[config.mk]
export PLATFORM = sky130hd
export DESIGN_NAME = kpg_core
export DESIGN_NICKNAME = d
export VERILOG_FILES = /design/src/kpg_pkg.sv /design/src/kpg_crc_if.sv /design/src/kpg_crc16.sv /design/src/kpg_core.sv
export SDC_FILE = /design/constraint.sdc
export NUM_CORES = 1
export LEC_CHECK = 0
export BUFFER_PORTS_ARGS = -buffer_cell sky130_fd_sc_hd__buf_2
export CAP_MARGIN = 20
export CORE_UTILIZATION = 36
export CTS_CLUSTER_SIZE = 28
export DETAILED_ROUTE_END_ITERATION = 10
export GPL_TIMING_DRIVEN = 1
export PLACE_DENSITY = 0.6
export SLEW_MARGIN = 30
export SYNTH_ARGS = -nofsm -noshare
export SYNTH_HDL_FRONTEND = slang
export SYNTH_SLANG_ARGS = --single-unit
[constraint.sdc]
create_clock -name clk_i -period 2.16 [get_ports clk_i]
set_input_delay 0.108 -clock clk_i [delete_from_list [all_inputs] [get_ports clk_i]]
set_output_delay 0.108 -clock clk_i [all_outputs]
set_load 0.01 [all_outputs]
[src/kpg_pkg.sv]
package kpg_pkg;
   // ****************************************************************
   // Frame bytes and result codes
   // ****************************************************************
   localparam logic [7:0] CMD_START = 8'h66;
   localparam logic [7:0] LEN_CMD = 8'h02;
   localparam logic [7:0] OPC_KEYGEN = 8'hCB;
   localparam logic [7:0] RELEASE_BYTE = 8'hAA;
   localparam logic [7:0] DUMMY_BYTE = 8'hFF;
   localparam logic [7:0] LEN_RESP = 8'h01;
   localparam logic [7:0] RES_LOCKED = 8'h55;
   localparam logic [7:0] RES_BAD_ECC = 8'h22;
   localparam logic [7:0] RES_DISABLED = 8'h88;
   localparam logic [7:0] RES_OK = 8'hAA;
   localparam logic [7:0] PARAM_RST = 8'h00;

   // ****************************************************************
   // Parameter byte fields
   // ****************************************************************
   localparam int LOCK_MSB = 7;
   localparam int LOCK_LSB = 6;
   localparam int SRC_BIT = 0;

   // ****************************************************************
   // CRC-16, reflected form, shifted out low byte first
   // ****************************************************************
   localparam logic [15:0] CRC_POLY = 16'hA001;
   localparam logic [15:0] CRC_INIT = 16'h0000;

   // ****************************************************************
   // Timing
   // ****************************************************************
   localparam int CLK_PERIOD_PS = 4000;
   localparam int KEY_GEN_TIME_NS = 2000;
   localparam int WRITE_TIME_NS = 1000;
   localparam int CNT_W = 12;
   localparam logic [CNT_W-1:0] KGEN_CYC =
      CNT_W'((KEY_GEN_TIME_NS * 1000 + CLK_PERIOD_PS - 1) / CLK_PERIOD_PS);
   localparam logic [CNT_W-1:0] WR_CYC =
      CNT_W'((WRITE_TIME_NS * 1000 + CLK_PERIOD_PS - 1) / CLK_PERIOD_PS);
   localparam logic [CNT_W-1:0] CNT_RST = 12'h000;

   typedef enum logic [3:0] {
      ST_IDLE, ST_LEN, ST_OPC, ST_PAR, ST_CRC0, ST_CRC1, ST_REL,
      ST_WAIT, ST_DUM, ST_RLEN, ST_RES, ST_RCRC0, ST_RCRC1
   } kpg_state_t;
endpackage

[src/kpg_crc_if.sv]
`timescale 1ns/1ps
interface kpg_crc_if;
   logic clr;
   logic feed;
   logic [7:0] data;
   logic [15:0] crc;
   logic [15:0] crc_nxt;
   modport user (output clr, output feed, output data, input crc, input crc_nxt);
   modport engine (input clr, input feed, input data, output crc, output crc_nxt);
endinterface

[src/kpg_crc16.sv]
`timescale 1ns/1ps
module kpg_crc16 (
   // Clock and reset
   input wire logic clk_i,
   input wire logic rst_n_i,
   input wire logic ce_i,
   // Checksum carrier
   kpg_crc_if.engine crc_if
);
   logic [15:0] crc_r;
   logic [15:0] base;
   logic [15:0] stage [0:8];

   assign base = crc_if.clr ? kpg_pkg::CRC_INIT : crc_r;
   assign stage[0] = base;

   genvar i;
   for (i = 0; i < 8; i++) begin : g_bit
      assign stage[i+1] = (stage[i][0] ^ crc_if.data[i]) ?
         ((stage[i] >> 1) ^ kpg_pkg::CRC_POLY) : (stage[i] >> 1);
   end

   always_comb begin
      crc_if.crc_nxt = crc_if.feed ? stage[8] : base;
   end

   always_ff @(posedge clk_i or negedge rst_n_i) begin
      if (!rst_n_i) begin
         crc_r <= kpg_pkg::CRC_INIT;
      end else if (ce_i) begin
         crc_r <= crc_if.crc_nxt;
      end
   end

   assign crc_if.crc = crc_r;
endmodule // kpg_crc16

[src/kpg_core.sv]
`timescale 1ns/1ps
module kpg_core (
   // Clock and reset
   input wire logic clk_i,
   input wire logic rst_n_i,
   input wire logic ce_i,
   // Byte link
   input wire logic bus_reset_i,
   input wire logic rx_valid_i,
   input wire logic [7:0] rx_byte_i,
   input wire logic tx_ready_i,
   output logic tx_valid_o,
   output logic [7:0] tx_byte_o,
   // Device status
   input wire logic disabled_i,
   input wire logic pub_wp_i,
   input wire logic priv_wp_i,
   input wire logic priv_guard_i,
   // Curve engine
   output logic ecc_start_o,
   output logic ecc_use_fingerprint_o,
   input wire logic ecc_done_i,
   input wire logic ecc_ok_i,
   // Key memory commits
   output logic wr_pub_o,
   output logic wr_priv_o,
   output logic set_guard_o,
   output logic set_wp_o,
   output logic busy_o
);
   kpg_pkg::kpg_state_t state_r, state_nxt;
   logic [7:0] param_r, param_nxt, tx_byte_r, tx_byte_nxt, result_r, result_nxt;
   logic [kpg_pkg::CNT_W-1:0] cnt_r, cnt_nxt;
   logic pend_r, pend_nxt, start_r, start_nxt;
   logic [3:0] commit_r, commit_nxt;
   logic rx, tx_go, lock_sel, src_fp;

   kpg_crc_if crc_if ();
   kpg_crc16 i_kpg_crc16 (.clk_i(clk_i), .rst_n_i(rst_n_i), .ce_i(ce_i), .crc_if(crc_if));

   assign rx = rx_valid_i;
   assign tx_go = tx_valid_o && tx_ready_i;
   assign lock_sel = param_r[kpg_pkg::LOCK_MSB] ^ param_r[kpg_pkg::LOCK_LSB];
   assign src_fp = param_r[kpg_pkg::SRC_BIT];

   // ****************************************************************
   // Sequencer
   // ****************************************************************
   always_comb begin
      state_nxt = state_r;
      param_nxt = param_r;
      tx_byte_nxt = tx_byte_r;
      result_nxt = result_r;
      cnt_nxt = cnt_r;
      pend_nxt = pend_r;
      start_nxt = 1'b0;
      commit_nxt = 4'h0;
      crc_if.clr = 1'b0;
      crc_if.feed = 1'b0;
      crc_if.data = rx_byte_i;
      case (state_r)
         kpg_pkg::ST_IDLE: begin
            if (rx && rx_byte_i == kpg_pkg::CMD_START) begin
               crc_if.clr = 1'b1;
               crc_if.feed = 1'b1;
               state_nxt = kpg_pkg::ST_LEN;
            end
         end
         kpg_pkg::ST_LEN: begin
            if (rx) begin
               crc_if.feed = 1'b1;
               state_nxt = (rx_byte_i == kpg_pkg::LEN_CMD) ? kpg_pkg::ST_OPC : kpg_pkg::ST_IDLE;
            end
         end
         kpg_pkg::ST_OPC: begin
            if (rx) begin
               crc_if.feed = 1'b1;
               state_nxt = (rx_byte_i == kpg_pkg::OPC_KEYGEN) ? kpg_pkg::ST_PAR : kpg_pkg::ST_IDLE;
            end
         end
         kpg_pkg::ST_PAR: begin
            if (rx) begin
               crc_if.feed = 1'b1;
               param_nxt = rx_byte_i;
               tx_byte_nxt = ~crc_if.crc_nxt[7:0];
               state_nxt = kpg_pkg::ST_CRC0;
            end
         end
         kpg_pkg::ST_CRC0: begin
            if (tx_go) begin
               tx_byte_nxt = ~crc_if.crc[15:8];
               state_nxt = kpg_pkg::ST_CRC1;
            end
         end
         kpg_pkg::ST_CRC1: begin
            if (tx_go) begin
               state_nxt = kpg_pkg::ST_REL;
            end
         end
         kpg_pkg::ST_REL: begin
            if (rx) begin
               state_nxt = kpg_pkg::ST_IDLE;
               if (rx_byte_i == kpg_pkg::RELEASE_BYTE) begin
                  state_nxt = kpg_pkg::ST_WAIT;
                  cnt_nxt = lock_sel ? kpg_pkg::KGEN_CYC + kpg_pkg::WR_CYC : kpg_pkg::KGEN_CYC;
                  if (disabled_i) begin
                     result_nxt = kpg_pkg::RES_DISABLED;
                  end else if (pub_wp_i || priv_wp_i || (priv_guard_i && !src_fp)) begin
                     result_nxt = kpg_pkg::RES_LOCKED;
                  end else begin
                     pend_nxt = 1'b1;
                     start_nxt = 1'b1;
                  end
               end
            end
         end
         kpg_pkg::ST_WAIT: begin
            if (cnt_r != kpg_pkg::CNT_RST) begin
               cnt_nxt = cnt_r - 12'h001;
            end
            if (pend_r && ecc_done_i) begin
               pend_nxt = 1'b0;
               result_nxt = ecc_ok_i ? kpg_pkg::RES_OK : kpg_pkg::RES_BAD_ECC;
               if (ecc_ok_i) begin
                  commit_nxt = {lock_sel, src_fp, !src_fp, 1'b1};
               end
            end else if (!pend_r && cnt_r == kpg_pkg::CNT_RST) begin
               tx_byte_nxt = kpg_pkg::DUMMY_BYTE;
               state_nxt = kpg_pkg::ST_DUM;
            end
         end
         kpg_pkg::ST_DUM: begin
            if (tx_go) begin
               tx_byte_nxt = kpg_pkg::LEN_RESP;
               state_nxt = kpg_pkg::ST_RLEN;
            end
         end
         kpg_pkg::ST_RLEN: begin
            if (tx_go) begin
               crc_if.clr = 1'b1;
               crc_if.feed = 1'b1;
               crc_if.data = tx_byte_r;
               tx_byte_nxt = result_r;
               state_nxt = kpg_pkg::ST_RES;
            end
         end
         kpg_pkg::ST_RES: begin
            if (tx_go) begin
               crc_if.feed = 1'b1;
               crc_if.data = tx_byte_r;
               tx_byte_nxt = ~crc_if.crc_nxt[7:0];
               state_nxt = kpg_pkg::ST_RCRC0;
            end
         end
         kpg_pkg::ST_RCRC0: begin
            if (tx_go) begin
               tx_byte_nxt = ~crc_if.crc[15:8];
               state_nxt = kpg_pkg::ST_RCRC1;
            end
         end
         kpg_pkg::ST_RCRC1: begin
            if (tx_go) begin
               state_nxt = kpg_pkg::ST_IDLE;
            end
         end
         default: begin
            state_nxt = kpg_pkg::ST_IDLE;
         end
      endcase
      // A bus reset abandons the frame, but a running engine finishes so commits are not lost.
      // reset ends transaction except in ST_WAIT
      if (bus_reset_i && state_r != kpg_pkg::ST_WAIT) begin
         state_nxt = kpg_pkg::ST_IDLE;
      end
   end
   always_ff @(posedge clk_i or negedge rst_n_i) begin
      if (!rst_n_i) begin
         state_r <= kpg_pkg::ST_IDLE;
         param_r <= kpg_pkg::PARAM_RST;
         tx_byte_r <= kpg_pkg::DUMMY_BYTE;
         result_r <= kpg_pkg::RES_OK;
         cnt_r <= kpg_pkg::CNT_RST;
         pend_r <= 1'b0;
         start_r <= 1'b0;
         commit_r <= 4'h0;
      end else if (ce_i) begin
         state_r <= state_nxt;
         param_r <= param_nxt;
         tx_byte_r <= tx_byte_nxt;
         result_r <= result_nxt;
         cnt_r <= cnt_nxt;
         pend_r <= pend_nxt;
         start_r <= start_nxt;
         commit_r <= commit_nxt;
      end
   end
   // ****************************************************************
   // Outputs
   // ****************************************************************
   assign tx_valid_o = ce_i && (state_r inside {kpg_pkg::ST_CRC0, kpg_pkg::ST_CRC1,
      kpg_pkg::ST_DUM, kpg_pkg::ST_RLEN, kpg_pkg::ST_RES, kpg_pkg::ST_RCRC0, kpg_pkg::ST_RCRC1});
   assign tx_byte_o = tx_byte_r;
   assign ecc_start_o = start_r;
   assign ecc_use_fingerprint_o = src_fp;
   assign {set_wp_o, set_guard_o, wr_priv_o, wr_pub_o} = commit_r;
   assign busy_o = state_r == kpg_pkg::ST_WAIT;
endmodule // kpg_core

; ---- Word-level counts from Yosys, hierarchy flattened
; Index checks and enable logic that the tools add are counted.
[classes]
addsub = 1
mul = 0
n_div = 0
order_cmp = 0
eq_ne = 45
shift = 0
muxes = 70
bitwise = 19
n_reduce_logical = 26
[op_table]
columns = cell, count
row1 = 16-bit two-way mux, 10
row2 = 8-bit two-way mux, 15
row3 = 4-bit two-way mux, 18
row4 = 4-bit one-hot mux with 13 select lines, 1
row5 = 8-bit one-hot mux with 6 select lines, 1
row6 = "3-bit != test, second input constant", 13
row7 = 12-bit two-way mux, 3
row8 = 2-bit inverter with 3-bit output, 8
row9 = 12-bit one-hot mux with 2 select lines, 1
row10 = "4-bit equality test, second input constant", 5
row11 = "2-bit != test, second input constant", 9
row12 = "4-bit by 3-bit equality test with 1-bit output, second input constant", 4
row13 = "8-bit equality test, second input constant", 2
row14 = 8-bit inverter, 2
row15 = 8-bit one-hot mux with 2 select lines, 1
row16 = 15-bit AND reduction, 1
row17 = 1-bit two-way mux, 13
row18 = 12-bit logical NOT, 1
row19 = 12-bit nonzero test, 1
row20 = "12-bit by 1-bit subtractor with 12-bit output, second input constant", 1
row21 = 10-bit two-way mux, 1
row22 = 9-bit AND reduction, 1
row23 = 1-bit XOR, 9
row24 = "4-bit by 2-bit equality test with 1-bit output, second input constant", 2
row25 = other kinds (24), 38
[totals]
register_bits = 62
latch_bits = 0
mem_bits_rw = 0
mem_bits_ro = 0
word_cells = 170
n_memories = 0

; ---- Logic depth before layout (Yosys ltp)
[logic_depth]
word_depth = 27
depth_mapped = 10
depth_no_buf = 8

; ---- Cells and area by module
; From an unflattened synthesis, not the netlist that was laid out.
[hier_totals]
hier_cells = 419
area_unflattened_um2 = 3807.4
[by_module_without_submodules]
columns = module, n_inst, cells_per_inst, area_each_um2, seq_area_each_um2
row1 = kpg_core, 1, 285, 2586.2, 913.4
row2 = kpg_crc16, 1, 134, 1221.2, 400.4

; ---- Worst setup path before layout
; No wires, ideal clock.
[synth_path]
path_type = register to register
start = reg cnt_r[0] (netlist bit)
end = reg cnt_r[11] (netlist bit)
setup_ns = 0.123
arrival_time_ns = 2.250
required_ns = 2.037
slack_ns = -0.213
stages_incl_launch_ff = 11
period_less_slack_ns = 2.373
cell_sequence = dfrtp_1 -> inv_1 -> ha_1 -> or4b_1 -> buf_2 -> or4_4 -> o211a_1 -> buf_6 -> nor4b_4 -> xnor2_1 -> nor2_1
[synth_between]
elab_chain_cells = 3
word_cells_on_any_way = 6
cone_classes = add/sub (1) / eq/ne (1) / mux (2) / reduce/logical (2)
[synth_rtl]
columns = item, line
row1 = "start, declared", kpg_core.sv:33  ; logic [kpg_pkg::CNT_W-1:0] cnt_r, cnt_nxt;
row2 = "start signal, assigned", kpg_core.sv:182  ; cnt_r <= kpg_pkg::CNT_RST;
row3 = "start signal, assigned", kpg_core.sv:191  ; cnt_r <= cnt_nxt;
row4 = 12-bit by 1-bit subtractor with 12-bit output or 12-bit nonzero test (tied branches), "kpg_core.sv:119, kpg_core.sv:118"
row5 = 12-bit two-way mux or 2-bit by 1-bit != test with 1-bit output (tied branches), --
row6 = 12-bit one-hot mux with 2 select lines or 5-bit AND reduction (tied branches), --
; Parallel ways exist; a longest one is shown, timed or not. The select of a mux whose other input is x is not followed.
; A chain may end at the register's enable or synchronous reset.

; ---- Worst setup path after layout
[layout_path]
start = reg cnt_r[1] (netlist bit)
end = reg cnt_r[1] (netlist bit)
; Same word-level chain as after synthesis.

==> metrics.md <==
| Metric | Value |
|---|---|
| CTS root buf | clkbuf_8 |
| Max cap viols | 0 |
| Chip height | about 100 um |
| Vias/cell | 5.44 |
| FF-to-FF path depth | 8 |
| Critical Path Sink Type | flop |
| Vias in the first global route | between 3000 and 4000 |
| Post-route ant nets | 0 |
| Rows | 36 |
| CTS tree | done |
| Setup TNS | -0.864 ns |
| Antenna violations before repair | 0 |
| Clock Latency Late Sink | around 0.31 ns |
| Register area share after synthesis | between 30% and 40% |
| Worst-path clk slew | roughly 0.1 ns |
| DP Worst Slack | -0.232 ns |
| CTS Buffer Depth | 2 |
| Register Area | between 0.001 and 0.0015 sq mm |
| Antenna cell count | 0 |
| Avg Cell Area, Syn | 8.87 sq um |
| DRT Pass-1 Iters | 5 |
| Worst min-delay path category | in -> reg |
| Grt total ovfl | 0 |
| Final Max Tran Viols | 0 |
| DR DRC count | 0 |
| Synth async-reset ratio | between 90% and 100% |
| Maximum net fanout on the critical path | 6 |
| Post-Synthesis Cells | 409 |
| Worst Path Required | about 2.4 ns |
| Worst r2r src | cnt_r[1]$_DFFE_PN0P_ |
| GPL Wtd Cong | 0.930 |
| 1st-iter DRT viols | ~160 |
| Hold_sp | ecc_ok_i |
| Initial cell density of the core | between 30% and 40% |
| I/O Buffers | 35 |
| Mapped Area | 0.00363 sq mm |
| Total GRT Usage | around 22% |
| CORE AREA | between 0.009 and 0.01 sq mm |
| Fmax | between 400 and 500 MHz |
| Crit Path Category | reg -> reg |
| VDD IR max | about 0.62 mV |
| DP Wirelength | ~8.5 mm |
| First-pass GRT wire length | approximately 17 mm |
| Violated checks | setup timing |
| Top FF cell, synth | dfrtp_1 |
| Syn nets | between 400 and 500 |
| Drt wl/cell | 17.1 um |
| Synth area leaders | dfrtp_1 (29%), dfstp_2 (7.2%), xnor2_1 (6.3%), nand2_1 (4.6%), a21oi_1 (4.1%) |
| # clock sinks | between 50 and 60 |
| Largest net degree at the start of global routing | 32 |
| Unrepaired setup endpoints after global routing | yes |
| Tcrit/Tclk final | 104% |
| Commonest cells post-synth | nand2_1 (44), dfrtp_1 (42), nor2_1 (31) |
| Final setup viols | 18 |
| Seq cells post-synth | 52 |
| Boundary pin count | 36 |
| Startpoint type of the worst setup path | flop |
| Outcome | complete, but fails checks |
| H-tree levels | 2 |
| Die area | about 0.010 sq mm |
| Hold endpoint | result_r[3]$_DFFE_PN1P_ |
| WHS Path Cells | 3 |
| Synth area leader | dfrtp_1 |
| Final worst slack | -0.0871 ns |
| Area Overhead vs Synth | 33.7% |
| Vias | 3540 |
| Distinct cells, synth | a little under 70 |
| Crit path DAT | ~2.5 ns |
| FF-to-FF setup slack | -0.09 ns |
| Yosys top cell area share | ~29% |
| Most frequent cell after synthesis | nand2_1 |
| Final wirelength | approximately 11 mm |
| Fill cells | around 940 |
| Die Wd | 102 um |
| Power Density | roughly 990 mW/mm^2 |
| Leakage power | 2.20 nW |
| Synth warn | 0 |
| Num CTS Buffers | 5 |
| Post-synth EDFFs | 0 |
| Slew of the pin with the lowest slew margin | approximately 0.55 ns |
| Layout Nets | ~540 |
| Share of cells above drive strength 1 | between 30 and 40% |
| Rel. slew slack | 63.5% |
| Final Hold Viols | 0 |
| Period minus WS final | approximately 2.2 ns |
| Worst clock skew | 0.0162 ns |
| Worst r2r dst | cnt_r[1]$_DFFE_PN0P_ |
| Multi-input logic area | between 0.002 and 0.0025 sq mm |
==> metrics by stage <==
step / hold WS [ns] / instances / power (mW) / instance area [sq um] / util [%]
2_1_floorplan: -0.188 / 409 / 3.14 / 3650 / -
3_3_place_gp: 0.126 / 633 / 3.97 / 4500 / 46.0
3_5_place_dp: 0.127 / 633 / 4.03 / 4500 / 46.0
4_1_cts: 0.0175 / 645 / 4.66 / 4670 / 47.7
5_1_grt: 0.0276 / 651 / 5.10 / 4850 / 49.6
6_report: 0.0282 / 651 / 4.78 / 4850 / 49.6
==> layout by cell type (no fill, tap or decap), types with 3 or more instances in the layout <==
cell type	netlist	final
dfstp_2	10	10
nor2_1	31	29
nand2_1	44	44
or3_1	4	4
a211oi_2	0	3
a211oi_1	7	4
or4b_4	0	3
a21o_1	4	4
buf_6	1	4
mux2_2	9	9
buf_4	0	80
xor2_1	16	16
and3_1	4	4
xnor3_1	3	3
inv_1	16	16
a21oi_1	30	26
o21ai_0	30	27
o21ai_1	3	4
buf_2	11	35
mux2i_1	7	7
o22ai_1	7	6
o22a_1	4	4
dfrtp_1	42	40
nand3_1	8	8
clkbuf_8	0	5
nor2b_1	4	4
nand2b_1	5	5
a22oi_1	3	3
nor3_1	10	8
xnor2_1	26	24
==> cell type report <==
class	count	area share, %
clock inverters	1	0.181
multi-input cells	320	48.5
well taps	133	3.43
clock buffers	7	1.57
repair buffers	122	18.0
inverters	16	1.24
flip-flops and latches	52	27.1
==> sequential cells by signal, indices dropped and copies added, names as in the netlist <==
| signal | flops |
|---|---|
| pend_r | 1 |
| commit_r | 4 |
| param_r | 3 |
| tx_byte_o | 8 |
| i_kpg_crc16.crc_if.crc | 16 |
| state_r | 4 |
| cnt_r | 12 |
| result_r | 3 |
| ecc_start_o | 1 |
==> cell families after synthesis <==
family | after synthesis | share of synthesized area, %
muxes | 16 | 4.73
DFF | 52 | 36.2
adders and majority gates | 1 | 0.345
buffers and inverters | 38 | 4.55
xor gates and xnor gates | 46 | 12.7
AOI/OAI and AO/OA | 120 | 21.7
and+or+nand+nor | 136 | 19.8
==> worst max path at each step <==
stage,start,to,slack (ns),depth (start not counted)
after detailed placement,cnt_r[1]$_DFFE_PN0P_,cnt_r[7]$_DFFE_PN0P_,-0.23,8
after floorplan,cnt_r[0]$_DFFE_PN0P_,cnt_r[11]$_DFFE_PN0P_,-0.21,10
after CTS,cnt_r[1]$_DFFE_PN0P_,cnt_r[11]$_DFFE_PN0P_,-0.12,8
after global routing,cnt_r[0]$_DFFE_PN0P_,cnt_r[11]$_DFFE_PN0P_,-0.19,8
after global placement,cnt_r[0]$_DFFE_PN0P_,cnt_r[11]$_DFFE_PN0P_,-0.16,8
final,cnt_r[1]$_DFFE_PN0P_,cnt_r[1]$_DFFE_PN0P_,-0.09,8
==> worst max-delay path: stages (launching register included) <==
cell and delay [ns]:
dfrtp_1 0.39, inv_1 0.06, ha_1 0.15, or4b_4 0.47, or4_4 0.55, o21bai_4 0.17
buf_6 0.13, a211oi_1 0.05, a21o_1 0.17
==> layer usage <==
metal	share of wire, %	vias up	track usage, %
met5	0	-	0
met4	4.3	0	9.89
met3	4.3	35	3.08
met2	49	118	37.1
met1	43	1693	27.3
li1	-	1694	-
==> timing repair <==
| item | CTS | global route |
|---|---|---|
| gates resized for setup | 13 | 31 |
| setup buffers | 2 | 6 |
| gates cloned | 1 | 0 |
| pin swaps | 4 | 11 |
| endpoints found under the setup margin | 26 | 28 |
| hold buffers | 1 | 0 |
| hold endpoints to repair | 15 | 0 |
==> power by group <==
| group | leakage [nW] | internal (mW) | switching, mW | total (mW) |
|---|---|---|---|---|
| registers | 0.646 | 1.26 | 0.272 | 1.53 |
| clock network | 0.0424 | 0.233 | 0.341 | 0.574 |
| logic | 1.51 | 1.44 | 1.23 | 2.67 |
No activity file was read; power rests on OpenSTA's default activity.
